### config.mk
export PLATFORM = sky130hd
export DESIGN_NAME = loop_ref_profile_regs
export DESIGN_NICKNAME = d
export VERILOG_FILES = /design/src/common/loop_ref_profile_pkg.sv /design/src/loop_ref_profile_regs.sv
export SDC_FILE = /design/constraint.sdc
export NUM_CORES = 1
export LEC_CHECK = 0
export ABC_AREA = 1
export BUFFER_PORTS_ARGS = -buffer_cell sky130_fd_sc_hd__buf_2
export CAP_MARGIN = 20
export CORE_MARGIN = 8
export CORE_UTILIZATION = 55
export CTS_CLUSTER_DIAMETER = 150
export DETAILED_ROUTE_END_ITERATION = 10
export PLACE_DENSITY = 0.81
export RECOVER_POWER = 50
export SETUP_SLACK_MARGIN = 0.15
export SLEW_MARGIN = 0
export SYNTH_ARGS = -nofsm -noshare
export SYNTH_HDL_FRONTEND = slang
export SYNTH_SLANG_ARGS = --single-unit
### constraint.sdc
create_clock -name pclk -period 3.05 [get_ports pclk]
set_input_delay 0.915 -clock pclk [delete_from_list [all_inputs] [get_ports pclk]]
set_output_delay 0.915 -clock pclk [all_outputs]
set_load 0.005 [all_outputs]
### src/common/loop_ref_profile_pkg.sv
// holds register indices, field positions, reset values and the profile carrier type
// assumes an APB master that places each register in one aligned 32-bit word
package loop_ref_profile_pkg;

    // register indices; byte address is four times the index
    localparam logic [13:0] IDX_REF_PRIORITY_ENABLE       = 14'h044d;
    localparam logic [13:0] IDX_LOOP_BW_SCALE_LOW         = 14'h044e;
    localparam logic [13:0] IDX_LOOP_BW_SCALE_MID         = 14'h044f;
    localparam logic [13:0] IDX_LOOP_BW_SCALE_HIGH_FILTER = 14'h0450;
    localparam logic [13:0] IDX_INT_FEEDBACK_DIV_LOW      = 14'h0451;
    localparam logic [13:0] IDX_INT_FEEDBACK_DIV_MID      = 14'h0452;
    localparam logic [13:0] IDX_INT_FEEDBACK_DIV_HIGH     = 14'h0453;
    localparam logic [13:0] IDX_FRAC_NUMERATOR_LOW        = 14'h0454;
    localparam logic [13:0] IDX_FRAC_NUMERATOR_MID        = 14'h0455;
    localparam logic [13:0] IDX_FRAC_NUMERATOR_HIGH       = 14'h0456;
    localparam logic [13:0] IDX_FRAC_MODULUS_LOW          = 14'h0457;
    localparam logic [13:0] IDX_FRAC_MODULUS_MID          = 14'h0458;
    localparam logic [13:0] IDX_FRAC_MODULUS_HIGH         = 14'h0459;

    // number of byte registers in the bank
    localparam int          REG_COUNT = 13;

    // slot of each register inside the bank (index minus bank base)
    localparam logic [3:0]  SLOT_PRIO      = 4'h0;
    localparam logic [3:0]  SLOT_BW_LOW    = 4'h1;
    localparam logic [3:0]  SLOT_BW_MID    = 4'h2;
    localparam logic [3:0]  SLOT_BW_HIGH   = 4'h3;
    localparam logic [3:0]  SLOT_DIV_LOW   = 4'h4;
    localparam logic [3:0]  SLOT_DIV_MID   = 4'h5;
    localparam logic [3:0]  SLOT_DIV_HIGH  = 4'h6;
    localparam logic [3:0]  SLOT_NUM_LOW   = 4'h7;
    localparam logic [3:0]  SLOT_NUM_MID   = 4'h8;
    localparam logic [3:0]  SLOT_NUM_HIGH  = 4'h9;
    localparam logic [3:0]  SLOT_MOD_LOW   = 4'ha;
    localparam logic [3:0]  SLOT_MOD_MID   = 4'hb;
    localparam logic [3:0]  SLOT_MOD_HIGH  = 4'hc;

    // field positions
    localparam int          ENABLE_BIT     = 0;
    localparam int          PRIO_LSB       = 1;
    localparam int          PRIO_MSB       = 2;
    localparam int          BW_BIT16_POS   = 0;
    localparam int          FILTER_BIT     = 1;

    // value after reset of every register
    localparam logic [7:0]  REG_RESET      = 8'h00;

    // writable bits per slot; reserved bits are held at zero
    localparam logic [REG_COUNT-1:0][7:0] WR_MASK = {
        8'hff, 8'hff, 8'hff, 8'hff, 8'hff, 8'hff,
        8'h03, 8'hff, 8'hff, 8'h03, 8'hff, 8'hff, 8'h07};

    // profile handed to the first digital loop datapath
    typedef struct packed {
        logic        ref_enable;       // loop may lock to the second reference input
        logic [1:0]  ref_priority;     // 0 highest .. 3 lowest
        logic [16:0] bw_scale;         // loop bandwidth, 0.1 Hz steps
        logic        high_pm_filter;   // 1 = high phase margin base filter
        logic [17:0] int_div_m1;       // integer feedback count minus one
        logic [23:0] frac_num;         // fraction numerator
        logic [23:0] frac_den;         // fraction denominator
        logic        frac_bypass;      // fractional divider disabled and bypassed
    } loop_profile_t;

endpackage

### src/loop_ref_profile_regs.sv
// holds the second reference input profile bank of the first digital loop, on APB
// assumes one clock pclk, an APB master, and a loop datapath reading profile_r
//
// Function
// - bits 2:1 of priority register give priority level 0..3, reset 00
// - bit 0 of priority register enables locking to this reference, reset 0
// - 17-bit bandwidth factor in 0.1 Hz steps over three bytes, bit 16 at bit 0
// - bit 1 of third bandwidth byte selects high phase margin filter, reset 0
// - high margin filter at or below 2 kHz keeps peaking within 0.1 dB
// - 18-bit integer divider minus one over two bytes plus low two bits
// - 24-bit fraction numerator over three bytes, low byte first, reset zero
// - 24-bit fraction denominator over three bytes, low byte first, reset zero
// - after reset the three bandwidth bytes, filter bit included, read zero
// - zero denominator disables and bypasses the fractional divider
`timescale 1ns/1ps
`default_nettype none

module loop_ref_profile_regs (
    input  wire logic                                pclk,       // apb clock, 20 MHz
    input  wire logic                                presetn,    // async reset, active low
    input  wire logic                                psel,       // apb select
    input  wire logic                                penable,    // apb access phase
    input  wire logic                                pwrite,     // apb direction, 1 = write
    input  wire logic [15:0]                         paddr,      // apb byte address
    input  wire logic [31:0]                         pwdata,     // apb write data
    input  wire logic [3:0]                          pstrb,      // apb byte strobes
    output logic      [31:0]                         prdata,     // apb read data
    output logic                                     pready,     // apb ready
    output logic                                     pslverr,    // apb error, unmapped
    output loop_ref_profile_pkg::loop_profile_t      profile     // profile for the loop
);

    // register storage and bus state
    logic [7:0]                                 reg_r [loop_ref_profile_pkg::REG_COUNT];
    logic                                       pready_r;
    logic [31:0]                                prdata_r;
    logic                                       pslverr_r;
    loop_ref_profile_pkg::loop_profile_t        profile_r;
    loop_ref_profile_pkg::loop_profile_t        profile_nxt;

    // address decode terms
    logic [13:0]                                word_idx;
    logic [13:0]                                slot_wide;
    logic [3:0]                                 slot;
    logic                                       hit;
    logic                                       access_req;
    logic                                       wr_fire;
    logic [7:0]                                 rd_byte;

    // word index and bank slot of the current address
    assign word_idx   = paddr[15:2];
    assign slot_wide  = word_idx - loop_ref_profile_pkg::IDX_REF_PRIORITY_ENABLE;
    assign slot       = slot_wide[3:0];
    assign access_req = psel && penable;
    assign wr_fire    = access_req && pready_r && pwrite;

    // mapped only for aligned words inside the bank
    always_comb begin
        if (paddr[1:0] != 2'h0) begin
            hit = 1'b0;
        end else if (word_idx < loop_ref_profile_pkg::IDX_REF_PRIORITY_ENABLE) begin
            hit = 1'b0;
        end else if (word_idx > loop_ref_profile_pkg::IDX_FRAC_MODULUS_HIGH) begin
            hit = 1'b0;
        end else begin
            hit = 1'b1;
        end
    end

    // read mux; unmapped slots give zero
    always_comb begin
        rd_byte = 8'h00;
        if (hit) begin
            rd_byte = reg_r[slot];
        end
    end

    // one wait state: ready rises in the second access cycle, then drops
    always_ff @(posedge pclk or negedge presetn) begin
        if (!presetn) begin
            pready_r <= 1'b0;
        end else begin
            pready_r <= access_req && !pready_r;
        end
    end

    // read data and error are loaded at the same edge that raises ready
    always_ff @(posedge pclk or negedge presetn) begin
        if (!presetn) begin
            prdata_r  <= 32'h0000_0000;
            pslverr_r <= 1'b0;
        end else if (access_req && !pready_r) begin
            prdata_r  <= (hit && !pwrite) ? {24'h00_0000, rd_byte} : 32'h0000_0000;
            pslverr_r <= !hit;
        end else begin
            prdata_r  <= 32'h0000_0000;
            pslverr_r <= 1'b0;
        end
    end

    // byte registers; write lands at the edge that completes the transfer
    generate
        for (genvar g = 0; g < loop_ref_profile_pkg::REG_COUNT; g++) begin : g_reg
            always_ff @(posedge pclk or negedge presetn) begin
                if (!presetn) begin
                    reg_r[g] <= loop_ref_profile_pkg::REG_RESET;
                end else if (wr_fire && hit && (slot == 4'(g)) && pstrb[0]) begin
                    reg_r[g] <= pwdata[7:0] & loop_ref_profile_pkg::WR_MASK[g];
                end
            end
        end
    endgenerate

    // assemble the profile from the byte registers
    always_comb begin
        profile_nxt = '0;
        profile_nxt.ref_enable = reg_r[loop_ref_profile_pkg::SLOT_PRIO]
                                 [loop_ref_profile_pkg::ENABLE_BIT];
        profile_nxt.ref_priority = reg_r[loop_ref_profile_pkg::SLOT_PRIO]
                                   [loop_ref_profile_pkg::PRIO_MSB:
                                    loop_ref_profile_pkg::PRIO_LSB];
        profile_nxt.bw_scale = {reg_r[loop_ref_profile_pkg::SLOT_BW_HIGH]
                                [loop_ref_profile_pkg::BW_BIT16_POS],
                                reg_r[loop_ref_profile_pkg::SLOT_BW_MID],
                                reg_r[loop_ref_profile_pkg::SLOT_BW_LOW]};
        profile_nxt.high_pm_filter = reg_r[loop_ref_profile_pkg::SLOT_BW_HIGH]
                                     [loop_ref_profile_pkg::FILTER_BIT];
        profile_nxt.int_div_m1 = {reg_r[loop_ref_profile_pkg::SLOT_DIV_HIGH][1:0],
                                  reg_r[loop_ref_profile_pkg::SLOT_DIV_MID],
                                  reg_r[loop_ref_profile_pkg::SLOT_DIV_LOW]};
        profile_nxt.frac_num = {reg_r[loop_ref_profile_pkg::SLOT_NUM_HIGH],
                                reg_r[loop_ref_profile_pkg::SLOT_NUM_MID],
                                reg_r[loop_ref_profile_pkg::SLOT_NUM_LOW]};
        profile_nxt.frac_den = {reg_r[loop_ref_profile_pkg::SLOT_MOD_HIGH],
                                reg_r[loop_ref_profile_pkg::SLOT_MOD_MID],
                                reg_r[loop_ref_profile_pkg::SLOT_MOD_LOW]};
        // zero denominator: numerator withheld so only integer division acts
        profile_nxt.frac_bypass = (profile_nxt.frac_den == 24'h00_0000);
        if (profile_nxt.frac_bypass) begin
            profile_nxt.frac_num = 24'h00_0000;
        end
    end

    // profile output register, one cycle behind the byte registers
    always_ff @(posedge pclk or negedge presetn) begin
        if (!presetn) begin
            profile_r <= '0;
            profile_r.frac_bypass <= 1'b1;
        end else begin
            profile_r <= profile_nxt;
        end
    end

    // outputs straight from flip-flops
    assign prdata  = prdata_r;
    assign pready  = pready_r;
    assign pslverr = pslverr_r;
    assign profile = profile_r;

    logic rd_answer;
    assign rd_answer = access_req && !pready_r && !pwrite && hit;
endmodule // loop_ref_profile_regs

`default_nettype wire

==> flow_metrics.py, run 1 <==
metrics = {
    "grt": {
        "grt-ovfl-total": 0,
        "grt_pass1_wl_um": 34700,
        "antenna_found_initial": 0,
        "grt_use_total_pct": 24.4,
        "grt_pass1_vias": 6541,
        "grt_start_max_net_pins": 63,
    },
    "yosys": {
        "synth_top_area_share_pct": 59.2,
        "synth_cells": 865,
        "synth_area_um2": 7770,
        "yosys.area_share.simple_pct": 28.3,
        "synth-xor-area-share_pct": 0,
        "async_reset_ff_share_pct": 100,
        "synth_most_common_cell": "nand2_1",
        "yosysSeqAreaShare_pct": 59.6,
        "avgSynthCellArea_um2": 8.99,
        "synth_warnings": 0,
        "synth_edf_count": 0,
        "synth.distinct_cells": 27,
        "synth-compound-area-share_pct": 3.12,
        "synth.top_cells.by_area": "dfrtp_1 (59%), nand2_1 (15%), nand4_1 (7.4%)",
        "synth-adder-area-share_pct": 0.805,
        "synth_top_area_cell": "dfrtp_1",
        "synthMuxAreaShare_pct": 0,
        "synthFlopType": "dfrtp_1",
        "synth_commonest_cells": "nand2_1 (314), dfrtp_1 (184), nand4_1 (92), inv_1 (57), nand3_1 (43)",
        "ys_seq_elements": 185,
        "synth_top_family_by_area": "simple AND/OR/NAND/NOR gates",
    },
    "setup_path": {
        "criticalPathCategory": "in -> reg",
        "cp-end-kind": "register",
        "start_kind": "input pin",
        "critical_path_arrival_ps": 2820,
        "cp.required_ps": 3360,
        "crit_fanout": 12,
    },
    "drt": {
        "via_per_inst": 5.59,
        "ant_nets": 0,
        "vias": 6621,
        "drtPass1Iterations": 6,
        "drt_first_iter_violations": 733,
        "wl_per_cell_um": 18.3,
        "drc": 0,
        "routed_wl_um": 21600,
    },
    "sta": {
        "worst_slew_pin_slew_ps": 1210,
        "slew_headroom_pct": 19.2,
        "hold_viol": 0,
        "hold_ws_ps": 398,
        "min_period_over_period_pct": 82.2,
        "fmax_ghz": 0.399,
        "rsz0062_at_grt": "false",
        "skew_ps": 9.23,
        "setup_viol": 0,
        "setup_tns_ps": 0,
        "finalCriticalPeriod_ps": 2510,
        "setup_slack_ps": 543,
        "slew_violations": 0,
    },
    "clock_tree": {
        "cts_hold_buffers": 0,
        "tritoncts.num_buffers": 17,
        "cts.clk_slew.worst_paths_ps": 60,
        "clkLatencyLatePin_ps": 430,
        "cts_resized": 0,
        "ctsHtreeMaxLevel": 4,
        "clockBufferDepth": 2,
        "tritoncts": "done",
        "clkSinkCount": 185,
        "postCtsSetupRepairBufs": 0,
        "root_buffer": "clkbuf_16",
    },
    "place": {
        "preCtsSetupSlack_ps": 175,
        "portBuffers": 127,
        "placed_area_um2": 8620,
        "gp_congestion": 0.911,
        "dp_hpwl_um": 14900,
        "placed_cells": 1152,
    },
    "power": {
        "p_leak_nw": 5.41,
        "p_seq_share_pct": 47.4,
        "power_switching_mw": 1.19,
        "irDropWorstVdd_mv": 0.348,
        "power.internal_mw": 3.99,
        "power.density_nw_per_um2": 561,
        "clkPwrFrac_pct": 45.5,
        "comb_power_share_pct": 7.1,
        "switching_share_pct": 23.0,
        "total_power_mw": 5.18,
    },
    "layout": {
        "antennaDiodeCount": 0,
        "drive_above_1_share_pct": 20.3,
        "stdcell_count": 1184,
        "syn_to_final_growth_pct": 18.9,
        "nets": 1053,
        "stdcell_area_um2": 9240,
        "fillerInstances": 1077,
        "final_core_util_pct": 66.8,
    },
    "die": {
        "core-area_um2": 13800,
        "dieArea_um2": 18200,
        "die_w_um": 135,
        "ioPinCount": 179,
        "num_rows": 43,
        "start_util_pct": 56.2,
        "die_y_um": 135,
    },
    "status": {
        "outcome": "finished clean",
    },
    "flow_run": {
        "cap_violations": 0,
    },
    "worst_hold_path": {
        "holdCritPathClass": "reg -> reg",
    },
}
[cells by family (layout without fill, tap and decap cells)]
logic type | after synthesis | in the layout
and+or+nand+nor | 494 | 494
other | 1 | 24
AOI/OAI and AO/OA | 43 | 43
adders and majority gates | 5 | 5
DFF | 185 | 185
buffers and inverters | 137 | 253
[flip-flops by register name, summed over array words and instances, names as in the netlist]
signal,count
profile_nxt,63
pready,1
profile,88
prdata,8
reg_r,24
pslverr,1
[power by group through the flow]
stage               registers [mW]  logic (mW)  clock network, mW
floorplan                     2.50       0.215                  0
global placement              2.50       0.356                  0
detailed placement            2.50       0.361                  0
CTS                           2.46       0.363               2.39
global route                  2.45       0.404               2.48
finish                        2.46       0.367               2.36
[per-layer routing]
metal	GRT usage, %	wire length [um]	vias up	share of wire (%)
met3	6.09	2370	61	11
met4	10.7	694	0	3.2
met5	0	0	-	0
li1	-	-	3017	-
met1	32.4	8560	3129	40
met2	37.3	10000	414	46
[cell usage in the layout (no fill, tap or decap), drive strengths merged]
| cell | count |
|---|---|
| conb | 24 |
| clkinv | 4 |
| a22o | 1 |
| nor4 | 3 |
| nor3 | 4 |
| bufinv | 4 |
| or2 | 5 |
| buf | 155 |
| dfrtp | 184 |
| nand3 | 43 |
| nand3b | 3 |
| nand2 | 316 |
| inv | 60 |
| dfstp | 1 |
| o21bai | 1 |
| o211ai | 7 |
| nor2 | 28 |
| nand4 | 92 |
| ha | 5 |
| o21ai | 20 |
| clkbuf | 26 |
| clkinvlp | 4 |
| a21oi | 14 |
[final timing paths]
check                                start         endpoint  slack, ps  cells after the start
setup / recovery                  paddr[3]  profile_nxt[14]        540                     10
hold / removal             profile_nxt[49]      profile[49]        400                      0
setup reg to reg                    pready  profile_nxt[14]       1210                      5
hold reg to reg            profile_nxt[49]      profile[49]        400                      0
max in group asynchronous          presetn   profile_nxt[6]        780                      2
min in group asynchronous          presetn      profile[35]        730                      1
[critical path, cell delays in order]
cell and delay (ps):
buf_2 120, inv_1 120, ha_1 220, nand2_1 80, nand2_1 260, inv_2 110
nor2_4 320, nand4_1 420, nand2_1 180, nand2_1 70
[cell type report]
class	instances	area (um^2)	area share, %
flip-flops and latches	185	4630	50.1
multi-input cells	566	2600	28.2
repair buffers	159	910	9.84
clock buffers	22	474	5.13
inverters	62	233	2.52
well taps	180	225	2.44
clock inverters	10	168	1.81
(Power assumes the default switching activity.)
==> inputs of run 2 (changes only) <==
--- a/config.mk
+++ b/config.mk
@@ -9,10 +9,10 @@
 export BUFFER_PORTS_ARGS = -buffer_cell sky130_fd_sc_hd__buf_2
 export CAP_MARGIN = 20
 export CORE_MARGIN = 8
-export CORE_UTILIZATION = 55
+export CORE_UTILIZATION = 49
 export CTS_CLUSTER_DIAMETER = 150
 export DETAILED_ROUTE_END_ITERATION = 10
-export PLACE_DENSITY = 0.81
+export PLACE_DENSITY = 0.76
 export RECOVER_POWER = 50
 export SETUP_SLACK_MARGIN = 0.15
 export SLEW_MARGIN = 0
==> constraint.sdc (replaced) <==
create_clock -name pclk -period 2 [get_ports pclk]
set_input_delay 0.6 -clock pclk [delete_from_list [all_inputs] [get_ports pclk]]
set_output_delay 0.6 -clock pclk [all_outputs]
set_load 0.005 [all_outputs]
==> flow_metrics.py, run 2 (synthesized netlist as in run 1, its figures left out) <==
metrics = {
    "status": {
        "outcome": "finished clean",
    },
    "place": {
        "placed_area_um2": 9080,
        "dp_hpwl_um": 15200,
        "preCtsSetupSlack_ps": -145,
        "gp_congestion": 0.900,
        "portBuffers": 127,
    },
    "grt": {
        "grt-ovfl-total": 0,
        "grt_pass1_wl_um": 35500,
        "grt_busiest_layer": "met2",
        "grt_start_max_net_pins": 51,
        "grt_pass1_vias": 6746,
        "grt_use_met2_pct": 33.8,
        "met1_usage_pct": 29.8,
        "grt_util_met3_pct": 7.31,
        "grt_use_total_pct": 22.7,
        "antenna_found_initial": 0,
    },
    "power": {
        "total_power_mw": 8.08,
        "p_leak_nw": 5.66,
        "clkPwrFrac_pct": 45.9,
        "power.internal_mw": 6.21,
        "power.density_nw_per_um2": 829,
        "irDropWorstVdd_mv": 0.541,
        "p_seq_share_pct": 46.4,
        "comb_power_share_pct": 7.8,
        "power_switching_mw": 1.87,
        "switching_share_pct": 23.1,
    },
    "sta": {
        "setup_slack_ps": 270,
        "min_period_over_period_pct": 86.5,
        "finalCriticalPeriod_ps": 1730,
        "rsz0062_at_grt": "false",
        "hold_ws_ps": 405,
        "slew_headroom_pct": 18.0,
        "fmax_ghz": 0.578,
        "slew_violations": 0,
        "hold_viol": 0,
        "skew_ps": 10.2,
        "worst_slew_pin_slew_ps": 1230,
        "setup_viol": 0,
    },
    "layout": {
        "antennaDiodeCount": 0,
        "syn_to_final_growth_pct": 25.3,
        "nets": 1094,
        "fillerInstances": 1291,
        "final_common_cell": "nand2_1",
        "stdcell_area_um2": 9740,
        "drive_above_1_share_pct": 24.3,
        "multi_input_area_um2": 2640,
        "register_area_um2": 4630,
        "final_cell_mix": "nand2_1 (311), dfrtp_1 (184), buf_2 (126)",
        "largest_reg_flops": 88,
    },
    "setup_path": {
        "crit_fanout": 8,
        "criticalPathCategory": "in -> reg",
        "critical_path_arrival_ps": 2050,
        "start_kind": "input pin",
        "cp.required_ps": 2320,
        "cp-end-kind": "register",
    },
    "die": {
        "start_util_pct": 49.5,
        "dieArea_um2": 20200,
        "num_rows": 46,
        "die_w_um": 142,
        "core-area_um2": 15700,
        "die_y_um": 142,
        "ioPinCount": 179,
    },
    "drt": {
        "via_per_inst": 5.28,
        "routed_wl_um": 21800,
        "ant_nets": 0,
        "drtPass1Iterations": 8,
        "wl_per_cell_um": 17.3,
        "drc": 0,
        "drt_first_iter_violations": 788,
        "vias": 6655,
    },
    "clock_tree": {
        "tritoncts.num_buffers": 17,
        "cts_resized": 0,
        "clkLatencyLatePin_ps": 430,
        "tritoncts": "done",
        "ctsHtreeMaxLevel": 4,
        "clkSinkCount": 185,
        "root_buffer": "clkbuf_16",
        "cts.clk_slew.worst_paths_ps": 60,
        "clockBufferDepth": 2,
    },
    "flow_run": {
        "cap_violations": 0,
    },
    "worst_hold_path": {
        "holdCritPathClass": "reg -> reg",
    },
}
run 2: cell count changes in the layout (fill, tap and decap cells not counted), moves of 3 or more:
cell        previous run  this run
clkinvlp_4             4         1
buf_12                 3        10
nand2_1              314       311
nand2_2                2         5
inv_6                  0         3
buf_4                 27        58
run 2: per-stage QoR:
| step | util [%] | instances | TNS [ps] |
|---|---|---|---|
| after global routing | 62.0 | 1261 | 0 |
| after global placement | 57.8 | 1226 | -4240 |
| after detailed placement | 57.8 | 1226 | -7260 |
| after CTS | 62.0 | 1258 | 0 |
| final | 62.0 | 1261 | 0 |
| after floorplan | - | 888 | -11820 |
run 2: critical path, stage by stage:
cell     delay (ps)
buf_2           100
inv_1           130
ha_4            170
nand2_2          60
nand3_1          70
nand2_2         110
nor2_4          230
buf_4           160
nand4_1          80
buf_4           200
nand2_1          60
nand2_1          50
run 2: layer usage:
| metal | up-vias | part of all wire, % |
|---|---|---|
| li1 | 3106 | - |
| met1 | 3083 | 42 |
| met2 | 396 | 45 |
| met3 | 70 | 11 |
| met4 | 0 | 3.3 |
| met5 | - | 0 |
run 2: repair_timing:
action,in CTS,in global routing
endpoints found under the hold margin,0,0
setup endpoints to repair,0,1
hold buffers,0,0
buffers inserted,0,3
run 2: final timing paths:
check,start,endpoint,slack [ps],depth (start not counted)
setup / recovery,paddr[3],profile_nxt[70],270,12
hold / removal,profile_nxt[61],profile[61],400,0
setup reg to reg,profile_nxt[17],profile[41],330,6
hold reg to reg,profile_nxt[61],profile[61],400,0
max in group asynchronous,presetn,profile[79],390,2
min in group asynchronous,presetn,profile[36],430,1
run 2: final cells by class:
type                            count  area share, %
Clock inverter                     13           2.21
Clock buffer                       19           4.55
Tap cell                          216           2.77
Multi-Input combinational cell    566           27.1
Timing Repair Buffer              200           13.3
Inverter                           62           2.47
Sequential cell                   185           47.5
run 2: power groups by stage:
stage / clock [mW] / combinational, mW / sequential, mW
floorplan: 0 / 0.356 / 3.82
global placement: 0 / 0.612 / 3.81
detailed placement: 0 / 0.621 / 3.81
CTS: 3.75 / 0.625 / 3.74
global route: 3.94 / 0.689 / 3.74
finish: 3.71 / 0.627 / 3.74
